## config.mk

```make
export PLATFORM = sky130hd
export DESIGN_NAME = periph_select_pin_functions
export DESIGN_NICKNAME = d
export VERILOG_FILES = /design/src/periph_pin_pkg.sv /design/src/periph_select_pin_functions.sv /design/src/pio_config.sv /design/src/wait_limit.sv
export SDC_FILE = /design/constraint.sdc
export NUM_CORES = 1
export LEC_CHECK = 0
export BUFFER_PORTS_ARGS = -buffer_cell sky130_fd_sc_hd__buf_2
export CAP_MARGIN = 10
export CORE_ASPECT_RATIO = 0.7
export CORE_UTILIZATION = 35
export CTS_CLUSTER_DIAMETER = 120
export CTS_CLUSTER_SIZE = 40
export DETAILED_ROUTE_END_ITERATION = 10
export GPL_TIMING_DRIVEN = 0
export PLACE_DENSITY_LB_ADDON = 0.12
export SKIP_CTS_REPAIR_TIMING = 1
export SLEW_MARGIN = 10
export SYNTH_ARGS = -nofsm -noshare
export SYNTH_HDL_FRONTEND = slang
export SYNTH_SLANG_ARGS = --single-unit
```

## constraint.sdc

```tcl
create_clock -name clk_sys -period 1.28 [get_ports clk_sys]
set_input_delay 0.064 -clock clk_sys [delete_from_list [all_inputs] [get_ports clk_sys]]
set_output_delay 0.064 -clock clk_sys [all_outputs]
set_load 0.01 [all_outputs]
```

## src/periph_pin_pkg.sv

```systemverilog
package periph_pin_pkg;
	// ---------------------------------------------------------------
	// geometry
	// ---------------------------------------------------------------
	localparam int ADDR_W       = 20;
	localparam int PIO_COUNT    = 32;
	localparam int REGION_SHIFT = 8;   // each select region is 256 bytes
	localparam int SELECT_COUNT = 7;   // selects 0..6, select four unused
	localparam int WAIT_W       = 4;   // wait count incl. extended values
	localparam int NORMAL_WAIT_MAX = 3;

	// pio indices with a pio input default
	localparam int PIO_IDX_SELECT_THREE = 19;
	// power-on defaults: mode bits 1 = pio, 0 = normal function
	localparam logic [31:0] PIO_ENABLE_RESET = 32'hFFFF_FC0F;
	localparam logic [31:0] PIO_DIR_RESET    = 32'hFFFF_FFFF;
	localparam logic [31:0] PIO_PULLUP_RESET = 32'hFFFF_FBFD;
	localparam logic [31:0] PIO_NORMAL_RESET = 32'h0000_03F0;

	// bus cycle phases
	typedef enum logic [1:0] {
		PH_IDLE = 2'b00,
		PH_ADDR = 2'b01,
		PH_TURN = 2'b11,
		PH_DATA = 2'b10
	} phase_t;

	// region hit test used for both select decode and dram arbitration
	function automatic logic regionHit(input logic [ADDR_W-1:0] addr,
			input logic [ADDR_W-1:0] base, input int idx);
		logic [ADDR_W-1:0] off;
		off = addr - base;
		return (addr >= base) &&
			(off[ADDR_W-1:REGION_SHIFT] == (ADDR_W-REGION_SHIFT)'(idx));
	endfunction
endpackage

```

## src/periph_select_pin_functions.sv

```systemverilog
`timescale 1ns/1ps
`default_nettype none
// Operation
// - select three pin is a chip select only while port 1 flow control is off
// - each select except four asserts for accesses to its own region of the block
// - every region spans 256 bytes from the programmed base
// - a select hit suppresses an overlapping dram access
// - selects assert with the multiplexed address phase
// - selects float with weak pull during hold; pullup during reset
// - selects three, five, six allow extended wait options
// - send-request asserts while transmit register holds unsent data
// - receive-ready asserts while receive register holds no unread data
// - address-pin mode 0 puts latched address bits on selects five and six
// - latched address bits keep driving during hold
// - 32 pins each configurable: enable, direction, pull
// - most pins default to input with pullup; boot pins normal function
// - read strobe only after bus floated, for read cycles
// - read strobe floats for the whole hold
// - select three pin defaults to pio input with pullup
module periph_select_pin_functions
	import periph_pin_pkg::*;
(
	input  wire logic                     clk_sys,
	input  wire logic                     resetn,
	input  wire logic                     busStart,
	input  wire logic                     busRead,
	input  wire logic [ADDR_W-1:0]        busAddr,
	input  wire logic                     busHold,
	input  wire logic [ADDR_W-1:0]        periphBase,
	input  wire logic                     dramHit,
	input  wire logic [WAIT_W-1:0]        selectWait3,
	input  wire logic [WAIT_W-1:0]        selectWait5,
	input  wire logic [WAIT_W-1:0]        selectWait6,
	input  wire logic                     flow_ctrl_enable,
	input  wire logic                     sendRequestSelect,
	input  wire logic                     address_pin_mode,
	input  wire logic                     txHasData,
	input  wire logic                     rxHasData,
	input  wire logic                     pioCfgWrite,
	input  wire logic [PIO_COUNT-1:0]     pioEnableIn,
	input  wire logic [PIO_COUNT-1:0]     pioDirIn,
	input  wire logic [PIO_COUNT-1:0]     pioPullupIn,
	output logic      [SELECT_COUNT-1:0]  selectN_out,
	output logic      [SELECT_COUNT-1:0]  selectN_oe,
	output logic      [SELECT_COUNT-1:0]  selectWeakPull,
	output logic                          dramEnable,
	output logic      [WAIT_W-1:0]        waitCount,
	output logic                          readN_out,
	output logic                          readN_oe,
	output logic      [PIO_COUNT-1:0]     pioMode,
	output logic      [PIO_COUNT-1:0]     pioInput,
	output logic      [PIO_COUNT-1:0]     pioPullup
);
	import periph_pin_pkg::*;

	// ---------------------------------------------------------------
	// input synchronisers for the asynchronous serial status
	// ---------------------------------------------------------------
	logic [1:0] txSync_r, txSync_nxt, rxSync_r, rxSync_nxt;
	always_comb begin
		txSync_nxt = {txSync_r[0], txHasData};
		rxSync_nxt = {rxSync_r[0], rxHasData};
	end
	always_ff @(posedge clk_sys or negedge resetn) begin
		if (!resetn) begin
			txSync_r <= 2'h0;
			rxSync_r <= 2'h0;
		end else begin
			txSync_r <= txSync_nxt;
			rxSync_r <= rxSync_nxt;
		end
	end

	// ---------------------------------------------------------------
	// bus phase tracking
	// ---------------------------------------------------------------
	phase_t phase_r, phase_nxt;
	logic   isRead_r, isRead_nxt;
	logic [ADDR_W-1:0] addr_r, addr_nxt;
	// one address phase, one float turn cycle, then data until next start or hold
	always_comb begin
		phase_nxt  = phase_r;
		isRead_nxt = isRead_r;
		addr_nxt   = addr_r;
		unique case (phase_r)
			PH_IDLE,
			PH_DATA: if (busStart && !busHold) begin
				phase_nxt  = PH_ADDR;
				isRead_nxt = busRead;
				addr_nxt   = busAddr;
			end else if (busHold) begin
				phase_nxt = PH_IDLE;
			end
			PH_ADDR: phase_nxt = PH_TURN; // bus floats in PH_TURN, next
			PH_TURN: phase_nxt = PH_DATA;
		endcase
	end
	always_ff @(posedge clk_sys or negedge resetn) begin
		if (!resetn) begin
			phase_r  <= PH_IDLE;
			isRead_r <= 1'b0;
			addr_r   <= '0;
		end else begin
			phase_r  <= phase_nxt;
			isRead_r <= isRead_nxt;
			addr_r   <= addr_nxt;
		end
	end

	// ---------------------------------------------------------------
	// region decode and wait limiting
	// ---------------------------------------------------------------
	logic [SELECT_COUNT-1:0] hitVec;
	logic [WAIT_W-1:0] wait3, wait5, wait6;
	always_comb begin
		for (int i = 0; i < SELECT_COUNT; i++)
			hitVec[i] = (i != 4) && regionHit(busAddr, periphBase, i);
	end
	wait_limit #(.EXTENDED(1'b1)) uWait3 (.waitIn(selectWait3), .waitOut(wait3));
	wait_limit #(.EXTENDED(1'b1)) uWait5 (.waitIn(selectWait5), .waitOut(wait5));
	wait_limit #(.EXTENDED(1'b1)) uWait6 (.waitIn(selectWait6), .waitOut(wait6));

	// ---------------------------------------------------------------
	// pio configuration
	// ---------------------------------------------------------------
	logic [PIO_COUNT-1:0] pioModeW, pioInputW, pioPullupW;
	pio_config #(.N(PIO_COUNT)) uPio (
		.clk_sys  (clk_sys),
		.resetn   (resetn),
		.cfgWrite (pioCfgWrite),
		.enableIn (pioEnableIn),
		.dirIn    (pioDirIn),
		.pullupIn (pioPullupIn),
		.pioMode  (pioModeW),
		.pioInput (pioInputW),
		.pioPullup(pioPullupW)
	);

	// ---------------------------------------------------------------
	// pin outputs
	// ---------------------------------------------------------------
	logic [SELECT_COUNT-1:0] selN_r, selN_nxt, selOe_r, selOe_nxt;
	logic [SELECT_COUNT-1:0] pull_r, pull_nxt;
	logic [1:0] latAddr_r, latAddr_nxt;
	logic dram_r, dram_nxt, rdN_r, rdN_nxt, rdOe_r, rdOe_nxt;
	logic [WAIT_W-1:0] wait_r, wait_nxt;
	logic [PIO_COUNT-1:0] pioM_r, pioI_r, pioP_r;
	// selects latch with the address phase, so the decode uses the
	// raw address in the start cycle rather than the captured copy
	always_comb begin
		selN_nxt    = selN_r;
		latAddr_nxt = latAddr_r;
		dram_nxt    = dram_r;
		wait_nxt    = wait_r;
		if (busStart && !busHold) begin
			selN_nxt    = ~hitVec;
			latAddr_nxt = busAddr[2:1];
			dram_nxt    = dramHit && (hitVec == '0);
			wait_nxt    = hitVec[3] ? wait3 : hitVec[5] ? wait5 :
				hitVec[6] ? wait6 : '0;
		end else if (phase_nxt == PH_IDLE) begin
			selN_nxt = '1;
			dram_nxt = 1'b0;
		end
		// shared select-three pin carries flow control when enabled
		if (flow_ctrl_enable)
			selN_nxt[3] = sendRequestSelect ? ~txSync_r[1]
				: rxSync_r[1];
		if (!address_pin_mode) begin
			selN_nxt[5] = latAddr_nxt[0];
			selN_nxt[6] = latAddr_nxt[1];
		end
		// hold floats selects; latched address pins keep driving
		// each select pin drives only when its pio slot is normal function, unless it carries latched address bits
		selOe_nxt = '0;
		if (!busHold) begin
			selOe_nxt[0] = !pioModeW[16];
			selOe_nxt[1] = !pioModeW[17];
			selOe_nxt[2] = !pioModeW[18];
			selOe_nxt[3] = !pioModeW[PIO_IDX_SELECT_THREE];
			selOe_nxt[5] = !pioModeW[3];
			selOe_nxt[6] = !pioModeW[2];
		end
		if (!address_pin_mode) begin
			selOe_nxt[5] = 1'b1;
			selOe_nxt[6] = 1'b1;
		end
		pull_nxt = busHold ? ~selOe_nxt : '0;
		// strobe only in data phase of a read, after the turn cycle
		rdN_nxt  = !(isRead_r && phase_nxt == PH_DATA && !busHold);
		rdOe_nxt = !busHold;
	end
	always_ff @(posedge clk_sys or negedge resetn) begin
		if (!resetn) begin
			selN_r    <= '1;
			selOe_r   <= '0; // pulled up during reset
			pull_r    <= '1;
			latAddr_r <= 2'h0;
			dram_r    <= 1'b0;
			wait_r    <= '0;
			rdN_r     <= 1'b1;
			rdOe_r    <= 1'b0;
			pioM_r    <= PIO_ENABLE_RESET;
			pioI_r    <= PIO_DIR_RESET;
			pioP_r    <= PIO_PULLUP_RESET;
		end else begin
			selN_r    <= selN_nxt;
			selOe_r   <= selOe_nxt;
			pull_r    <= pull_nxt;
			latAddr_r <= latAddr_nxt;
			dram_r    <= dram_nxt;
			wait_r    <= wait_nxt;
			rdN_r     <= rdN_nxt;
			rdOe_r    <= rdOe_nxt;
			pioM_r    <= pioModeW;
			pioI_r    <= pioInputW;
			pioP_r    <= pioPullupW;
		end
	end
	assign selectN_out    = selN_r;
	assign selectN_oe     = selOe_r;
	assign selectWeakPull = pull_r;
	assign dramEnable     = dram_r;
	assign waitCount      = wait_r;
	assign readN_out      = rdN_r;
	assign readN_oe       = rdOe_r;
	assign pioMode        = pioM_r;
	assign pioInput       = pioI_r;
	assign pioPullup      = pioP_r;
endmodule // periph_select_pin_functions
`default_nettype wire

```

## src/pio_config.sv

```systemverilog
`timescale 1ns/1ps
`default_nettype none
// per-pin programmable io configuration with power-on defaults
module pio_config #(
	parameter int N = periph_pin_pkg::PIO_COUNT
) (
	input  wire logic         clk_sys,
	input  wire logic         resetn,
	input  wire logic         cfgWrite,
	input  wire logic [N-1:0] enableIn,
	input  wire logic [N-1:0] dirIn,
	input  wire logic [N-1:0] pullupIn,
	output logic      [N-1:0] pioMode,
	output logic      [N-1:0] pioInput,
	output logic      [N-1:0] pioPullup
);
	import periph_pin_pkg::*;
	logic [N-1:0] mode_r, mode_nxt, dir_r, dir_nxt, pull_r, pull_nxt;
	// ---------------------------------------------------------------
	// configuration registers
	// ---------------------------------------------------------------
	always_comb begin
		mode_nxt = mode_r;
		dir_nxt  = dir_r;
		pull_nxt = pull_r;
		if (cfgWrite) begin
			// stored as a pio flag, so a 1 written means normal function
			mode_nxt = ~enableIn;
			dir_nxt  = dirIn;
			pull_nxt = pullupIn;
		end
	end
	// defaults: mostly inputs with pullup, boot pins normal function
	always_ff @(posedge clk_sys or negedge resetn) begin
		if (!resetn) begin
			mode_r <= N'(PIO_ENABLE_RESET);
			dir_r  <= N'(PIO_DIR_RESET);
			pull_r <= N'(PIO_PULLUP_RESET);
		end else begin
			mode_r <= mode_nxt;
			dir_r  <= dir_nxt;
			pull_r <= pull_nxt;
		end
	end
	// every pin stays individually programmable, boot pins included
	assign pioMode   = mode_r;
	assign pioInput  = dir_r;
	assign pioPullup = pull_r;
endmodule // pio_config
`default_nettype wire

```

## src/wait_limit.sv

```systemverilog
`timescale 1ns/1ps
`default_nettype none
// clamps a select wait count to the range that select supports
module wait_limit #(
	parameter bit EXTENDED = 1'b0
) (
	input  wire logic [periph_pin_pkg::WAIT_W-1:0] waitIn,
	output logic      [periph_pin_pkg::WAIT_W-1:0] waitOut
);
	import periph_pin_pkg::*;
	// ---------------------------------------------------------------
	// clamp
	// ---------------------------------------------------------------
	always_comb begin
		if (EXTENDED || waitIn <= WAIT_W'(NORMAL_WAIT_MAX))
			waitOut = waitIn;
		else
			waitOut = WAIT_W'(NORMAL_WAIT_MAX);
	end
endmodule // wait_limit
`default_nettype wire
```

* After elaboration in Yosys (flattened, before gate mapping)
Index checks and enable logic that the tools add are counted.
Operators by class: add/sub/neg operators 1, multiply operators 0, divide/modulo/power cells 0, magnitude comparators 1, equality and inequality tests 10, shifts and indexed selects 0, muxes and demuxes 18, bitwise operators 4, reduce and logical (&&, ||, !) cells 26
Operators with widths (number):
- 32-bit NOT | 1
- 12-bit by 2-bit equality test with 1-bit output (second input constant) | 2
- 12-bit by 3-bit equality test with 1-bit output (second input constant) | 2
- 7-bit 2-to-1 mux | 3
- 20-bit >= comparator | 1
- 20-bit subtractor | 1
- 4-bit 2-to-1 mux | 4
- 7-bit NOT | 2
- 12-bit by 1-bit equality test with 1-bit output (second input constant) | 1
- 12-bit logical NOT | 1
- 2-bit 2-to-1 mux | 6
- 1-bit logical AND | 10
- 1-bit logical NOT | 8
- 7-bit logical NOT | 1
- 2-bit equality test (second input constant) | 3
- 2-bit one-hot mux with 3 select lines | 1
- 2-bit logical NOT | 2
- 1-bit 2-to-1 mux | 4
- 3-bit by 1-bit != test with 1-bit output (second input constant) | 1
- 3-bit nonzero test | 1
- 2-bit by 1-bit equality test with 1-bit output (second input constant) | 1
- 2-bit AND reduction | 1
- 2-bit nonzero test | 1
- 2-bit OR reduction | 1
- 1-bit NOT | 1
Word-level totals: register bits after elaboration 228, bits in latches 0, bits in writable memories 0, bits in read-only memories 0, output and inout bits 124, memories kept 0

* Logic depth before layout (Yosys ltp)
word-level depth 8, mapped depth 11, depth with buffers taken out 10

* By module
Synthesis repeated with hierarchy kept, for this count alone.
Unflattened totals: cells, all modules 662, area total of the unflattened synthesis 9071.2 um2
Modules (own cells, without submodules):
- periph_select_pin_functions | instances 1, cells an instance 415, area an instance 5185.0 um2, sequential area each 3379.5 um2
- pio_config | instances 1, cells an instance 235, area an instance 3796.1 um2, sequential area each 2512.4 um2
- wait_limit | instances 3, cells an instance 4, area an instance 30.0 um2, sequential area each 0.0 um2

* Worst setup path before layout
Ideal clock, no wire load.
path kind input port to flip-flop, from input periphBase[5], to register selN_r[3], in the netlist selectN_out[3], library setup time 86 ps, data arrival time 2341 ps, required time 1194 ps, slack -1148 ps, stages 10, path buffers 0, cell sequence inv_1 -> ha_1 -> a21oi_1 -> o21ai_1 -> or3_1 -> o41ai_1 -> nor2_1 -> nor4_2 -> nand3_4 -> o41a_1
Between the ends: word-level cells in the longest chain between the ends 6, elaborated cells on any way between the ends 7, those cells by class add/sub: 1; order compare: 1; eq/ne: 1; mux: 2; bitwise: 1; reduce/logical: 1
Ends and longest elaborated chain:
- start: declaration | RTL line periph_select_pin_functions.sv:29 | input wire logic [ADDR_W-1:0] periphBase,
- 20-bit subtractor | RTL line periph_pin_pkg.sv:32 | off = addr - base;
- 12-bit by 2-bit equality test with 1-bit output | RTL line periph_pin_pkg.sv:34 | (off[ADDR_W-1:REGION_SHIFT] == (ADDR_W-REGION_SHIFT)'(idx));
- 1-bit logical AND * | RTL line periph_pin_pkg.sv:33 | return (addr >= base) &&
- 7-bit NOT * | RTL line periph_select_pin_functions.sv:156 | selN_nxt = ~hitVec;
- 7-bit 2-to-1 mux * | RTL line periph_select_pin_functions.sv:155 | if (busStart && !busHold) begin
- 1-bit 2-to-1 mux * | RTL line periph_select_pin_functions.sv:166 | if (flow_ctrl_enable)
- end signal: assignment | RTL line periph_select_pin_functions.sv:207 | selN_r <= selN_nxt;
- end: declaration | RTL line periph_select_pin_functions.sv:142 | logic [SELECT_COUNT-1:0] selN_r, selN_nxt, selOe_r, selOe_nxt;
Mark *: on every way between the ends. The rest lies on a longest branch, timed or not. A chain may end at the register's enable or synchronous reset.

* Worst setup path in the final report
from input busAddr[10], to register selN_r[3], in the netlist selectN_out[3]
Between the ends: word-level cells in the longest chain between the ends 6, elaborated cells on any way between the ends 7, those cells by class add/sub: 1; order compare: 1; eq/ne: 1; mux: 2; bitwise: 1; reduce/logical: 1
Ends and longest elaborated chain:
- start: declaration | RTL line periph_select_pin_functions.sv:27 | input wire logic [ADDR_W-1:0] busAddr,
- 20-bit subtractor | RTL line periph_pin_pkg.sv:32
- 12-bit by 2-bit equality test with 1-bit output | RTL line periph_pin_pkg.sv:34
- 1-bit logical AND * | RTL line periph_pin_pkg.sv:33
- 7-bit NOT * | RTL line periph_select_pin_functions.sv:156
- 7-bit 2-to-1 mux * | RTL line periph_select_pin_functions.sv:155
- 1-bit 2-to-1 mux * | RTL line periph_select_pin_functions.sv:166
Marks and branches as above.

==> flow_summary.json <==
{
  "status": "finished, violations left",
  "violations": "setup timing",
  "synthMuxAreaShare": 0.1201,
  "slew-limit-headroom": 0.4697,
  "viasPerCell": 4.540,
  "via_count": 6238,
  "final_nets": 1226,
  "drtPass1Iterations": 4,
  "finalHoldViolCount": 0,
  "ys_seq_area_frac": 0.6700,
  "drv.max_cap_violation_count": 0,
  "ys_top_cells_by_area": "dfstp_2, dfrtp_1, mux2_2, mux2i_1, ha_1",
  "r2r.worst_path.cells": 5,
  "floorplan.rows": 48,
  "placed_cells": 1233,
  "postSynthNetCount": 806,
  "critical_path_arrival_ps": 2540,
  "slew_violations": 0,
  "synth-adder-area-share": 0.02846,
  "layout.cells.most_common": "buf_2",
  "drtAntennaViolNets": 0,
  "synth-compound-area-share": 0.07954,
  "maximum_clock_insertion_buffer_count": 3,
  "vias_in_the_first_global_route": 5492,
  "min_delay_path_depth": 4,
  "htree_levels": 1,
  "fin_crit_sh": 1.665,
  "post_synth.cell_area_avg_um2": 14.05,
  "totalWireLength_mm": 20.99,
  "synth-async-reset-ratio": 1.000,
  "yosys.cell_types.count": 56,
  "floorplan.initialDensity": 0.3562,
  "synth_area_leader_cell": "dfstp_2",
  "synth_xor_xnor_area_share": 0.005976,
  "period_minus_slack_ps": 2132,
  "cts_buffers": 9,
  "tightest_slew_ps": 795.4,
  "worst_setup_hold_path_clk_slew_ps": 140,
  "final.setup_skew_ps": 10.73,
  "design.die.area_um2": 25770,
  "register_bit_total_from_synthesis": 226,
  "floorplan.io_pins": 284,
  "power.ir.vdd_worst_v": 0.0008640,
  "synth_edf_count": 0,
  "clock_tree_from_tritoncts": "done",
  "clk-insertion-delay-late_ps": 480,
  "least_setup_slack_across_all_paths_after_layout_ps": -851.7,
  "leakagePower_uw": 0.005678,
  "flow.area_growth_from_synthesis_pct": 42.59,
  "grt_use_total": 0.1509,
  "wire_length_of_the_first_global_routing_pass_mm": 30.48,
  "final_cells": 1374,
  "clock-root-buffer": "clkbuf_16",
  "critPathCaptureType": "register",
  "floorplan.die.width_um": 191.5,
  "count_of_port_buffers_added_during_placement": 280,
  "syn-cell-area_um2": 8793,
  "fin_tns_setup_ps": -9426,
  "synth-main-ff-cell": "dfstp_2",
  "hold_class": "input port to register",
  "path_max_fanout": 7,
  "dominant_combinational_cell_family_by_area_after_synthesis": "multiplexers",
  "fp.dieH_um": 134.6,
  "fmaxAchievable_mhz": 469.1,
  "place_congestion": 0.8296,
  "yosys_warnings": 0,
  "dp_hpwl_mm": 15.03,
  "cts_sinks": 226,
  "required_ps": 1690,
  "grt_remaining_overflow": 0,
  "power-per-cell-area_nw_per_um2": 1186,
  "synth_top_area_share": 0.5647,
  "antenna_found_initial": 0,
  "setup_violations": 48,
  "setup_crit_path_kind": "input port to register",
  "post_route_cells_drive_above_1_share": 0.5887,
  "grt_max_degree": 115,
  "wire_per_inst_um": 15.28,
  "worstSetupStartpointType": "input port",
  "drcViolationCount": 0,
  "initialDrtViolationCount": 343,
  "final_cell_mix": "buf_2, dfstp_2, dlygate4sd3_1, mux2_2, inv_1",
  "core_region_area_um2": 24680,
  "grt_setup_unrepaired": "yes",
  "syn-instance-count": 626,
  "synth_simple_gate_area_frac": 0.05606
}
## worst paths after layout
path	from	to	slack, ps
max reg2reg	phase_r[0]	selectN_out[6]	-70
min reg2reg	uPio.pioInput[29]	pioInput[29]	360
max in group asynchronous	resetn	pioInput[17]	-20
min in group asynchronous	resetn	pioPullup[23]	210
min	sendRequestSelect	selectN_out[3]	50
max	busAddr[10]	selectN_out[3]	-850
## Yosys cell counts (all sizes together), types with 6 or more instances
cell and n:
a21oi 24, dfstp 189, a21o 8, nand3 12, a221oi 6, dfrtp 37
nor2 24, nand2 26, and2 6, buf 16, inv 57, mux2i 29
mux2 68, clkbuf 11, ha 20, o21ai 19
## registers in the layout (all words and copies together) (netlist names)
signal and count:
pioInput 32, pioMode 32, pioPullup 32, uPio.pioInput 32
uPio.pioMode 32, uPio.pioPullup 32, selectN_oe 6, selectN_out 6
selectWeakPull 6, waitCount 4, latAddr_r 2, phase_r 2
rxSync_r 2, txSync_r 2, dramEnable 1, isRead_r 1
readN_oe 1, readN_out 1
## critical path, cell delays in order
cell,delay (ps)
buf_6,90
ha_4,250
buf_6,110
nand4_4,140
a2111oi_4,450
o31ai_4,140
a21o_1,200
a211o_1,280
a2111oi_4,270
nand3_4,180
o41a_1,350
## per-layer routing
metal / part of all wire / GRT usage
met1: 0.46 / 0.2190
met2: 0.44 / 0.2130
met3: 0.087 / 0.05795
met4: 0.014 / 0.02910
met5: 0 / 0
## logic make-up after synthesis
kind of cell               Yosys count
buffers and inverters               84
xor gates and xnor gates             6
AOI/OAI and AO/OA                   96
and+or+nand+nor                     95
DFF                                226
adders and majority gates           20
muxes                               97
other                                2
## area by class of cell
| class | instances | area [um2] |
|---|---|---|
| inverter | 57 | 234.0 |
| tap | 325 | 406.6 |
| clock buffer | 11 | 232.7 |
| fill | 2231 | 12150 |
| clock inverter | 2 | 17.52 |
| sequential | 226 | 5892 |
| timing repair buffer | 409 | 2754 |
| buffer | 27 | 160.2 |
| multi-input combinational | 316 | 2839 |
| antenna | 1 | 2.502 |
## through the flow
stage	hold slack [ps]	setup WS, ps	util	cell area [um2]	power, uW
after global placement	175.2	-3750	0.4344	10720	11070
after floorplan	-231.6	-1133	-	8915	9989
final	54.47	-851.7	0.5080	12540	14860
after CTS	-512.4	-1283	0.4472	11040	14680
after detailed placement	17.16	-1790	0.4370	10790	11130
after global routing	42.02	-926.7	0.5079	12540	15670
## where the power goes
part	switching [uW]	total, uW	internal (uW)
logic	1480	2890	1410
clock network	2090	3430	1340
registers	272	8540	8270
Power figures use the tool's default switching activity.
